--- src/design/timer16_pkg.sv ---
// Constants and types shared by the 16-bit timer with input capture.
package timer16_pkg;

    // ------------------------------------------------------------------
    // Widths, I/O locations and fixed counter values
    // ------------------------------------------------------------------
    localparam int          CNT_W          = 16;
    localparam int          BYTE_W         = 8;
    localparam int          FILTER_SAMPLES = 4;
    localparam logic [1:0]  ADDR_CNT_LOW   = 2'h0;
    localparam logic [1:0]  ADDR_CNT_HIGH  = 2'h1;
    localparam logic [1:0]  ADDR_CAP_LOW   = 2'h2;
    localparam logic [1:0]  ADDR_CAP_HIGH  = 2'h3;
    localparam logic [15:0] TOP_8BIT       = 16'h00ff;
    localparam logic [15:0] TOP_9BIT       = 16'h01ff;
    localparam logic [15:0] TOP_10BIT      = 16'h03ff;
    localparam logic [15:0] CNT_MAX        = 16'hffff;
    localparam logic [15:0] CNT_BOTTOM     = 16'h0000;

    // ------------------------------------------------------------------
    // Clock source codes
    // ------------------------------------------------------------------
    localparam logic [2:0]  CS_STOP        = 3'h0;
    localparam logic [2:0]  CS_DIV1        = 3'h1;
    localparam logic [2:0]  CS_DIV8        = 3'h2;
    localparam logic [2:0]  CS_DIV64       = 3'h3;
    localparam logic [2:0]  CS_DIV256      = 3'h4;
    localparam logic [2:0]  CS_DIV1024     = 3'h5;
    localparam logic [2:0]  CS_EXT_FALL    = 3'h6;
    localparam logic [2:0]  CS_EXT_RISE    = 3'h7;

    // ------------------------------------------------------------------
    // Waveform mode codes
    // ------------------------------------------------------------------
    localparam logic [3:0]  WGM_NORMAL     = 4'h0;
    localparam logic [3:0]  WGM_PC_8       = 4'h1;
    localparam logic [3:0]  WGM_PC_9       = 4'h2;
    localparam logic [3:0]  WGM_PC_10      = 4'h3;
    localparam logic [3:0]  WGM_CTC_OCR    = 4'h4;
    localparam logic [3:0]  WGM_FAST_8     = 4'h5;
    localparam logic [3:0]  WGM_FAST_9     = 4'h6;
    localparam logic [3:0]  WGM_FAST_10    = 4'h7;
    localparam logic [3:0]  WGM_PFC_ICR    = 4'h8;
    localparam logic [3:0]  WGM_PFC_OCR    = 4'h9;
    localparam logic [3:0]  WGM_PC_ICR     = 4'ha;
    localparam logic [3:0]  WGM_PC_OCR     = 4'hb;
    localparam logic [3:0]  WGM_CTC_ICR    = 4'hc;
    localparam logic [3:0]  WGM_FAST_ICR   = 4'he;
    localparam logic [3:0]  WGM_FAST_OCR   = 4'hf;

    // ------------------------------------------------------------------
    // Carriers
    // ------------------------------------------------------------------
    typedef struct packed {
        logic [2:0] clock_source_field;
        logic [3:0] waveform_mode_field;
        logic       noise_filter_enable;
        logic       capture_edge_rising;
        logic       comparator_capture_select;
        logic       capture_irq_enable;
        logic       overflow_irq_enable;
    } ctrl_t;

    typedef struct packed {
        logic       rd;
        logic       wr;
        logic [1:0] addr;
        logic [7:0] wdata;
    } io_req_t;

    typedef struct packed {
        logic capture;
        logic overflow;
    } flag_evt_t;

    typedef struct packed {
        logic [15:0] cnt;
        logic        dir_up;
        logic [7:0]  temp;
        logic [15:0] icr;
        logic        cap_flag;
        logic        ovf_flag;
        logic        ext_smp;
        logic        ext_prev;
        logic        cap_smp;
        logic [3:0]  filt_sh;
        logic        filt_out;
        logic        edge_prev;
        logic [7:0]  rdata;
        logic        at_top;
        logic        at_bottom;
        logic        irq_cap;
        logic        irq_ovf;
    } state_t;

    localparam state_t STATE_RESET = '{dir_up: 1'b1, default: '0};

endpackage

--- src/design/timer16_capture.sv ---
// 16-bit up/down timer counter with input capture on an 8-bit I/O bus.
//
// What this block does
// - Clock source zero keeps the counter stopped.
// - Each timer tick clears, increments or decrements.
// - Flag top and bottom of the count.
// - High byte locations access the holding register.
// - Low byte access moves high byte through holding.
// - Counter accessible whether or not ticking.
// - Processor write beats any count operation.
// - Four-bit waveform mode sets counting sequence.
// - Overflow flag set per mode, requests interrupt.
// - Accepted capture edge copies counter into capture.
// - Capture flag sets with the copy.
// - Capture flag interrupts, clears on service or write.
// - Capture low read first fills holding register.
// - Capture writable only in capture-top modes.
// - Comparator select bit switches capture source.
// - Capture inputs sampled like external clock pin.
// - Filter and edge idle in capture-top modes.
// - Port-driven capture pin triggers like external.
// - Filter output changes after four agreeing samples.
// - Filter on system clock, four cycles delay.
// - Top is fixed, compare A or capture.
// - Flags visible and individually maskable.
`timescale 1ns/1ps

module timer16_capture (
    input  wire logic                  clk,
    input  wire logic                  arst_n,
    input  wire timer16_pkg::ctrl_t    ctrl,
    input  wire logic [3:0]            prescale_tick,
    input  wire logic                  ext_count_pin,
    input  wire logic                  capture_pin,
    input  wire logic                  comparator_output,
    input  wire logic [15:0]           compare_a_register,
    input  wire timer16_pkg::io_req_t  io_req,
    input  wire timer16_pkg::flag_evt_t flag_clear,
    input  wire timer16_pkg::flag_evt_t irq_ack,
    output logic [7:0]                 io_rdata,
    output logic [15:0]                count_value,
    output logic                       capture_flag,
    output logic                       overflow_flag,
    output logic                       irq_capture,
    output logic                       irq_overflow,
    output logic                       at_top,
    output logic                       at_bottom
);

    // ------------------------------------------------------------------
    // Elaboration checks
    // ------------------------------------------------------------------
    if (timer16_pkg::FILTER_SAMPLES != 4 || timer16_pkg::CNT_W != 16) begin
        $error("Filter must hold four samples and counter 16 bits.");
    end

    // ------------------------------------------------------------------
    // Reset release
    // ------------------------------------------------------------------
    logic [1:0]          rst_sync_q;
    logic                rst_n;
    timer16_pkg::state_t s_q;
    timer16_pkg::state_t s_d;
    logic [15:0]         top;
    logic                icr_top;
    logic                dual_slope;
    logic                fast_mode;
    logic                tick;
    logic                filtered;
    logic                cap_event;
    logic                ovf_event;
    logic                wr_cnt_low;
    logic                wr_cap_low;
    logic                rd_cnt_low;
    logic                rd_cap_low;
    logic                rd_high;
    logic                wr_high;

    // Release the asynchronous reset through two flops so it leaves cleanly.
    always_ff @(posedge clk or negedge arst_n) begin
        if (!arst_n) begin
            rst_sync_q <= 2'h0;
        end else begin
            rst_sync_q <= {rst_sync_q[0], 1'b1};
        end
    end
    assign rst_n = rst_sync_q[1];

    // ------------------------------------------------------------------
    // Mode decode and top value
    // ------------------------------------------------------------------
    // Modes using the capture register as top turn the capture path off.
    always_comb begin
        icr_top    = ctrl.waveform_mode_field inside {
            timer16_pkg::WGM_PFC_ICR, timer16_pkg::WGM_PC_ICR,
            timer16_pkg::WGM_CTC_ICR, timer16_pkg::WGM_FAST_ICR};
        dual_slope = ctrl.waveform_mode_field inside {
            timer16_pkg::WGM_PC_8, timer16_pkg::WGM_PC_9,
            timer16_pkg::WGM_PC_10, timer16_pkg::WGM_PFC_ICR,
            timer16_pkg::WGM_PFC_OCR, timer16_pkg::WGM_PC_ICR,
            timer16_pkg::WGM_PC_OCR};
        fast_mode  = ctrl.waveform_mode_field inside {
            timer16_pkg::WGM_FAST_8, timer16_pkg::WGM_FAST_9,
            timer16_pkg::WGM_FAST_10, timer16_pkg::WGM_FAST_ICR,
            timer16_pkg::WGM_FAST_OCR};
        // Normal mode and the unused code run to the full 16-bit maximum.
        unique case (ctrl.waveform_mode_field)
            timer16_pkg::WGM_PC_8,
            timer16_pkg::WGM_FAST_8:   top = timer16_pkg::TOP_8BIT;
            timer16_pkg::WGM_PC_9,
            timer16_pkg::WGM_FAST_9:   top = timer16_pkg::TOP_9BIT;
            timer16_pkg::WGM_PC_10,
            timer16_pkg::WGM_FAST_10:  top = timer16_pkg::TOP_10BIT;
            timer16_pkg::WGM_CTC_OCR,
            timer16_pkg::WGM_PFC_OCR,
            timer16_pkg::WGM_PC_OCR,
            timer16_pkg::WGM_FAST_OCR: top = compare_a_register;
            timer16_pkg::WGM_PFC_ICR,
            timer16_pkg::WGM_PC_ICR,
            timer16_pkg::WGM_CTC_ICR,
            timer16_pkg::WGM_FAST_ICR: top = s_q.icr;
            default:                   top = timer16_pkg::CNT_MAX;
        endcase
    end

    // ------------------------------------------------------------------
    // Timer tick selection
    // ------------------------------------------------------------------
    // The external pin is sampled once and edge-detected on the system clock.
    always_comb begin
        unique case (ctrl.clock_source_field)
            timer16_pkg::CS_STOP:     tick = 1'b0;
            timer16_pkg::CS_DIV1:     tick = 1'b1;
            timer16_pkg::CS_DIV8:     tick = prescale_tick[0];
            timer16_pkg::CS_DIV64:    tick = prescale_tick[1];
            timer16_pkg::CS_DIV256:   tick = prescale_tick[2];
            timer16_pkg::CS_DIV1024:  tick = prescale_tick[3];
            timer16_pkg::CS_EXT_FALL: tick = s_q.ext_prev & ~s_q.ext_smp;
            timer16_pkg::CS_EXT_RISE: tick = ~s_q.ext_prev & s_q.ext_smp;
        endcase
    end

    // ------------------------------------------------------------------
    // Bus decode and event terms
    // ------------------------------------------------------------------
    assign wr_cnt_low = io_req.wr && io_req.addr == timer16_pkg::ADDR_CNT_LOW;
    assign wr_cap_low = io_req.wr && io_req.addr == timer16_pkg::ADDR_CAP_LOW;
    assign rd_cnt_low = io_req.rd && io_req.addr == timer16_pkg::ADDR_CNT_LOW;
    assign rd_cap_low = io_req.rd && io_req.addr == timer16_pkg::ADDR_CAP_LOW;
    assign rd_high    = io_req.rd && io_req.addr[0];
    assign wr_high    = io_req.wr && io_req.addr[0];

    // Filter output or raw sample feeds the edge detector.
    assign filtered  = ctrl.noise_filter_enable ? s_q.filt_out : s_q.cap_smp;
    assign cap_event = !icr_top && (filtered != s_q.edge_prev)
                       && (filtered == ctrl.capture_edge_rising);
    assign ovf_event = tick && (dual_slope ?
        (s_q.cnt == timer16_pkg::CNT_BOTTOM && !s_q.dir_up) :
        (fast_mode ? s_q.cnt == top : s_q.cnt == timer16_pkg::CNT_MAX));

    // ------------------------------------------------------------------
    // Next state
    // ------------------------------------------------------------------
    // Later assignments override earlier ones, which sets the priorities.
    always_comb begin
        s_d = s_q;
        // Pins see one sampling stage; the port-driven pin level counts too.
        s_d.ext_smp  = ext_count_pin;
        s_d.ext_prev = s_q.ext_smp;
        s_d.cap_smp  = ctrl.comparator_capture_select ?
                       comparator_output : capture_pin;
        // Filter and edge memory freeze while capture defines top.
        if (!icr_top) begin
            // Shift in the fresh sample, so the filter costs four cycles.
            s_d.filt_sh   = {s_q.filt_sh[2:0], s_d.cap_smp};
            if (&s_q.filt_sh) begin
                s_d.filt_out = 1'b1;
            end else if (~|s_q.filt_sh) begin
                s_d.filt_out = 1'b0;
            end
            s_d.edge_prev = filtered;
        end
        // Counting on the selected timer tick.
        if (tick) begin
            if (dual_slope) begin
                if (s_q.dir_up && s_q.cnt >= top) begin
                    s_d.dir_up = 1'b0;
                    s_d.cnt    = s_q.cnt - 16'h0001;
                end else if (!s_q.dir_up
                             && s_q.cnt == timer16_pkg::CNT_BOTTOM) begin
                    s_d.dir_up = 1'b1;
                    s_d.cnt    = s_q.cnt + 16'h0001;
                end else if (s_q.dir_up) begin
                    s_d.cnt    = s_q.cnt + 16'h0001;
                end else begin
                    s_d.cnt    = s_q.cnt - 16'h0001;
                end
            end else if (s_q.cnt == top) begin
                s_d.cnt    = timer16_pkg::CNT_BOTTOM;
                s_d.dir_up = 1'b1;
            end else begin
                s_d.cnt    = s_q.cnt + 16'h0001;
                s_d.dir_up = 1'b1;
            end
        end
        // High byte locations only ever touch the holding register.
        if (wr_high) begin
            s_d.temp = io_req.wdata;
        end
        if (rd_high) begin
            s_d.rdata = s_q.temp;
        end
        if (rd_cnt_low) begin
            s_d.temp  = s_q.cnt[15:8];
            s_d.rdata = s_q.cnt[7:0];
        end
        if (rd_cap_low) begin
            s_d.temp  = s_q.icr[15:8];
            s_d.rdata = s_q.icr[7:0];
        end
        // A processor write beats the count in the same cycle.
        if (wr_cnt_low) begin
            s_d.cnt = {s_q.temp, io_req.wdata};
        end
        // Capture register: hardware copy, or software load in top modes.
        if (cap_event) begin
            s_d.icr = s_q.cnt;
        end else if (wr_cap_low && icr_top) begin
            s_d.icr = {s_q.temp, io_req.wdata};
        end
        // Hardware set wins over a clear arriving in the same cycle.
        s_d.cap_flag = cap_event
            || (s_q.cap_flag && !(flag_clear.capture || irq_ack.capture));
        s_d.ovf_flag = ovf_event
            || (s_q.ovf_flag && !(flag_clear.overflow || irq_ack.overflow));
        s_d.irq_cap   = s_d.cap_flag && ctrl.capture_irq_enable;
        s_d.irq_ovf   = s_d.ovf_flag && ctrl.overflow_irq_enable;
        s_d.at_top    = s_d.cnt == top;
        s_d.at_bottom = s_d.cnt == timer16_pkg::CNT_BOTTOM;
    end

    // All state but the two reset release flops sits in one register.
    always_ff @(posedge clk or negedge rst_n) begin
        if (!rst_n) begin
            s_q <= timer16_pkg::STATE_RESET;
        end else begin
            s_q <= s_d;
        end
    end

    // ------------------------------------------------------------------
    // Outputs
    // ------------------------------------------------------------------
    assign io_rdata      = s_q.rdata;
    assign count_value   = s_q.cnt;
    assign capture_flag  = s_q.cap_flag;
    assign overflow_flag = s_q.ovf_flag;
    assign irq_capture   = s_q.irq_cap;
    assign irq_overflow  = s_q.irq_ovf;
    assign at_top        = s_q.at_top;
    assign at_bottom     = s_q.at_bottom;
endmodule

--- config.mk ---
export PLATFORM = sky130hd
export DESIGN_NAME = timer16_capture
export DESIGN_NICKNAME = d
export VERILOG_FILES = /design/src/design/timer16_pkg.sv /design/src/design/timer16_capture.sv
export SDC_FILE = /design/constraint.sdc
export NUM_CORES = 1
export LEC_CHECK = 0
export BUFFER_PORTS_ARGS = -buffer_cell sky130_fd_sc_hd__buf_2
export CAP_MARGIN = 25
export CORE_MARGIN = 2
export CORE_UTILIZATION = 39
export DETAILED_ROUTE_END_ITERATION = 12
export PLACE_DENSITY = 0.61
export SLEW_MARGIN = 25
export SYNTH_ARGS = -nofsm -noshare
export SYNTH_HDL_FRONTEND = slang
export SYNTH_SLANG_ARGS = --single-unit
--- constraint.sdc ---
create_clock -name clk -period 2.2 [get_ports clk]
set_input_delay 0.22 -clock clk [delete_from_list [all_inputs] [get_ports clk]]
set_output_delay 0.22 -clock clk [all_outputs]
set_load 0.05 [all_outputs]
==> PnR_summary.wiki <==
{| class="wikitable"
! Metric !! Value
|-
| Port-buffer cells || 82
|-
| Summed negative setup slack over all endpoints || -21.94 ns
|-
| Number of buffers on the longest clock path || 2
|-
| Starting density of the core || 39.78%
|-
| Arrival time of data at the critical path endpoint || 4.26 ns
|-
| Most common library cell in the layout ignoring fill and taps || sky130_fd_sc_hd__buf_4
|-
| Final standard cell count with taps included and fillers excluded || 1153
|-
| Worst slew margin relative to its limit || 53.66%
|-
| Largest delay share family, worst path || compound AO/OA/AOI/OAI gates
|-
| Hold-critical path depth || 2
|-
| Maximum level of the CTS H-tree || 3
|-
| Register-to-Register Setup Slack || -1.79 ns
|-
| Async set or reset register ratio after synthesis || 100.0%
|-
| PnR worst setup slack || -1.789 ns
|-
| Antenna violation net count after detailed routing || 0
|-
| Number of distinct library cells after synthesis || 73
|-
| Crit path launch type || register
|-
| Commonest register cell after synthesis || sky130_fd_sc_hd__dfrtp_1
|-
| Class of the tightest hold or removal check || in2reg
|-
| I/O pin cnt || 83
|-
| Classification of the worst setup path || reg2reg
|-
| Multiplexer share of the synthesized area || 4.299%
|-
| Arithmetic-cell share of the synthesized area counting full adders, half adders and majority gates || 4.095%
|-
| Pre-CTS worst setup slack || -2.345 ns
|-
| GP Congestion || 1.036
|-
| Count of warnings emitted by yosys || 0
|-
| Required arrival time at the worst endpoint || 2.47 ns
|-
| DP Cell Count || 1095
|-
| Share of layout cells above drive strength 1 || 45.73%
|-
| Clock Skews || 0.004274 ns
|-
| Layout Area Growth over Synthesis || 57.01%
|-
| Routed length per placed instance || 21.87 um
|-
| Number of buffer and inverter stages on the critical path || 3
|-
| Final hold viol count || 0
|-
| Cell-by-cell listing of the critical path || nor2_2 -> a31oi_2 -> o22a_1 -> inv_2 -> ha_4 -> nand4_1 -> nor3_2 -> o21bai_1 -> nand3_1 -> buf_6 -> o21ai_4 -> buf_6 -> or3_4 -> a211o_1 -> a41oi_4 -> xnor2_2 -> nor4_2 -> o2111a_1
|-
| Final Max Tran Viols || 0
|-
| Highest fanout seen on the critical path || 7
|-
| Overflow after GRT || 0
|-
| Utilization after layout || 62.46%
|-
| Clock tree from TritonCTS || built
|-
| Antenna diode instance count || 0
|-
| Slew at the pin closest to its max-slew limit || 0.6937 ns
|-
| Setup violation total in the final timing report || 21
|-
| Tightest hold margin || 0.09581 ns
|-
| DRC violation count after routing || 0
|-
| Number of cells on the worst reg-to-reg path || 18
|-
| Largest net degree at the start of global routing || 41
|-
| Routed vias || 6854
|-
| Post-Synthesis Cell Area || 5500 um2
|-
| Setup repair after global routing missed its margin || true
|-
| Failing checks || setup timing
|-
| Slowest CP cell || sky130_fd_sc_hd__dfrtp_1
|-
| Global-route wire length before repair || 37.34 mm
|-
| Clock-pin slew of the registers on the worst-case setup and hold paths || 0.06 ns
|-
| Sequential element share of the synthesized area || 30.05%
|-
| Parity-gate share of the synthesized area counting xor and xnor cells || 2.389%
|-
| Number of antenna violations at the first check in global routing || 0
|-
| CORE AREA || 13830 um2
|-
| Most frequent cells in the layout || 204 x sky130_fd_sc_hd__buf_4, 124 x sky130_fd_sc_hd__nand2_1, 81 x sky130_fd_sc_hd__buf_2, 64 x sky130_fd_sc_hd__dfrtp_1
|-
| Drt first-iter violations || 627
|-
| Mapped Nets || 780
|-
| Placement Rows || 43
|-
| DP Wirelength || 18.41 mm
|-
| Clock Sink Count || 66
|-
| Post-synthesis compound-gate area fraction || 25.57%
|-
| Run status || finished, violations left
|-
| Die Y || 122.8 um
|-
| Average size of a mapped cell || 7.758 um2
|-
| Leakage power figure || 3.994 nW
|-
| Reported max-cap violation count || 0
|-
| Synthesis-stage register bit count || 66
|-
| Maximum clock rate || 0.2507 GHz
|-
| Power density over the cells || 930.2 nW/um2
|-
| Number of enable flip-flop cells after synthesis || 0
|-
| Routed Wire Length || 25.22 mm
|-
| R2r startpoint || s_q[24]$_DFFE_PN0P_
|-
| CTS root buf || sky130_fd_sc_hd__clkbuf_16
|-
| Vias in the first global route || 6674
|-
| Fraction of the mapped netlist area in simple logic gates || 25.50%
|-
| CP max stage delay || 0.44 ns
|-
| Setup crit end kind || register
|-
| Number of clock buffers inserted by TritonCTS || 9
|-
| Peak VDD IR || 439.5 uV
|-
| First-pass iteration count of the detailed router || 6
|-
| Clock latency on the worst-skew pair || 0.34 ns
|-
| End of the worst register-to-register path || at_top$_DFF_PN0_
|-
| Die X || 122.8 um
|-
| Endpoint of the worst hold-timing path || irq_capture$_DFF_PN0_
|-
| Dominant combinational cell family by area after synthesis || compound AO/OA/AOI/OAI gates
|-
| Synth Instances || 709
|-
| Start point of the worst hold path || ctrl[1]
|-
| Number of nets in the finished design || 1039
|-
| Final critical path time including I/O delays and setup || 3.989 ns
|-
| Most common cell type on the critical path || sky130_fd_sc_hd__buf_6
|-
| Number of vias per cell || 5.944
|-
| Share of the clock period used by the worst path after layout || 181.3%
|-
| Die Footprint || 15070 um2
|-
| Global-route usage over all layers || 33.02%
|}
-- cell families after synthesis --
group,after synthesis
flip-flops,66
adder cells (fa/ha/maj),18
AND/OR/NAND/NOR,294
AO/OA/AOI/OAI,206
multiplexers,23
buffers and inverters,86
other,1
XOR/XNOR,15
-- timing repair --
| action | CTS | global route |
|---|---|---|
| cloned | 0 | 1 |
| buffers inserted | 27 | 19 |
| hold endpoints to repair | 3 | 0 |
| hold buffers | 2 | 0 |
| pin swaps | 30 | 48 |
| resized for setup | 53 | 67 |
| setup endpoints to repair | 23 | 21 |
-- where the power goes --
part	internal, W	switching, W
Sequential	0.00151	0.000288
Clock	0.00111	0.000567
Combinational	0.00203	0.00254
-- how the worst max path moves through the flow --
stage / startpoint / endpoint / slack (ns) / cells past startpoint
after floorplan: ctrl[5] / at_bottom$_DFF_PN0_ / -1.36 / 19
after global placement: ctrl[5] / at_bottom$_DFF_PN0_ / -2.30 / 17
after detailed placement: ctrl[5] / at_bottom$_DFF_PN0_ / -2.35 / 17
after CTS: s_q[24]$_DFFE_PN0P_ / at_bottom$_DFF_PN0_ / -1.71 / 16
after global routing: s_q[24]$_DFFE_PN0P_ / at_bottom$_DFF_PN0_ / -1.93 / 20
final: s_q[24]$_DFFE_PN0P_ / at_top$_DFF_PN0_ / -1.79 / 18
-- metal layers --
| metal | vias up | part of all wire, % | track usage (%) | wire, um |
|---|---|---|---|---|
| li1 | 3087 | - | - | - |
| met1 | 3300 | 41 | 44.11 | 10440 |
| met5 | - | 0 | 0 | 0 |
| met2 | 404 | 46 | 53.42 | 11690 |
| met4 | 0 | 3.7 | 12.14 | 923 |
| met3 | 63 | 8.6 | 5.623 | 2163 |
-- cell type report --
class                           count  area, um2
Clock inverter                      7      117.6
Sequential cell                    66       1654
Multi-Input combinational cell    558       4008
Timing Repair Buffer              317       2342
Clock buffer                        9      225.2
Tap cell                          180      225.2
Inverter                           16      63.81
Fill cell                        1164       5191
-- stage by stage --
stage          power (W)  cell area (um2)
6_report        0.008033             8636
5_1_grt         0.008374             8636
4_1_cts         0.007627             8239
3_5_place_dp    0.005560             7421
3_3_place_gp    0.005510             7421
2_1_floorplan   0.003898             5693
-- worst register-to-register path: cells and delay by family, from the launching register on --
kind | cells | cell delay [ns]
xor gates and xnor gates | 1 | 0.12
AOI/OAI and AO/OA | 7 | 1.50
adders and majority gates | 1 | 0.27
and+or+nand+nor | 6 | 1.23
DFF | 1 | 0.44
buffers and inverters | 3 | 0.37
-- synthesized netlist by cell type (3+ instances only) --
library cell                number  area (um2)
sky130_fd_sc_hd__a41oi_1         3       26.28
sky130_fd_sc_hd__o21ai_0        30       150.1
sky130_fd_sc_hd__a211oi_1        7       52.55
sky130_fd_sc_hd__o31ai_1         4       30.03
sky130_fd_sc_hd__nor2b_1         6       37.54
sky130_fd_sc_hd__mux2_2          5       56.30
sky130_fd_sc_hd__or4_1           4       30.03
sky130_fd_sc_hd__xor2_1          5       43.79
sky130_fd_sc_hd__xnor2_1        10       87.58
sky130_fd_sc_hd__a221o_1         5       50.05
sky130_fd_sc_hd__mux2i_1        18       180.2
sky130_fd_sc_hd__a22o_1          9       78.83
sky130_fd_sc_hd__and3_1         11       68.82
sky130_fd_sc_hd__nand4_1        11       68.82
sky130_fd_sc_hd__nor3b_1         4       30.03
sky130_fd_sc_hd__clkbuf_1       32       120.1
sky130_fd_sc_hd__o2111ai_1       6       52.55
sky130_fd_sc_hd__o21bai_1        3       22.52
sky130_fd_sc_hd__a31oi_1        17       106.4
sky130_fd_sc_hd__nor2_1         53       198.9
sky130_fd_sc_hd__buf_4          24       180.2
sky130_fd_sc_hd__o22ai_1        15       93.84
sky130_fd_sc_hd__and2_1         11       68.82
sky130_fd_sc_hd__or2_2           4       25.02
sky130_fd_sc_hd__inv_1          16       60.06
sky130_fd_sc_hd__nand2_1       129       484.2
sky130_fd_sc_hd__a21o_1          5       37.54
sky130_fd_sc_hd__nor3_1         12       60.06
sky130_fd_sc_hd__a21oi_2         3       26.28
sky130_fd_sc_hd__dfrtp_1        65        1627
sky130_fd_sc_hd__a21oi_1        48       240.2
sky130_fd_sc_hd__nand2b_1        9       56.30
sky130_fd_sc_hd__or3_1           6       37.54
sky130_fd_sc_hd__a22oi_1        21       157.7
sky130_fd_sc_hd__nand3_1        14       70.07
sky130_fd_sc_hd__buf_1           3       11.26
sky130_fd_sc_hd__ha_1           18       225.2
sky130_fd_sc_hd__buf_2           8       40.04
sky130_fd_sc_hd__nor4_1          8       50.05
sky130_fd_sc_hd__o22a_1          5       43.79
-- sequential cells by signal, summed over array words and instances (netlist names) --
signal / cells
s_q: 33
irq_capture: 1
overflow_flag: 1
s_d: 1
count_value: 16
irq_overflow: 1
capture_flag: 1
io_rdata: 8
rst_sync_q: 2
at_top: 1
at_bottom: 1
No activity file was read; power rests on OpenSTA's default activity.
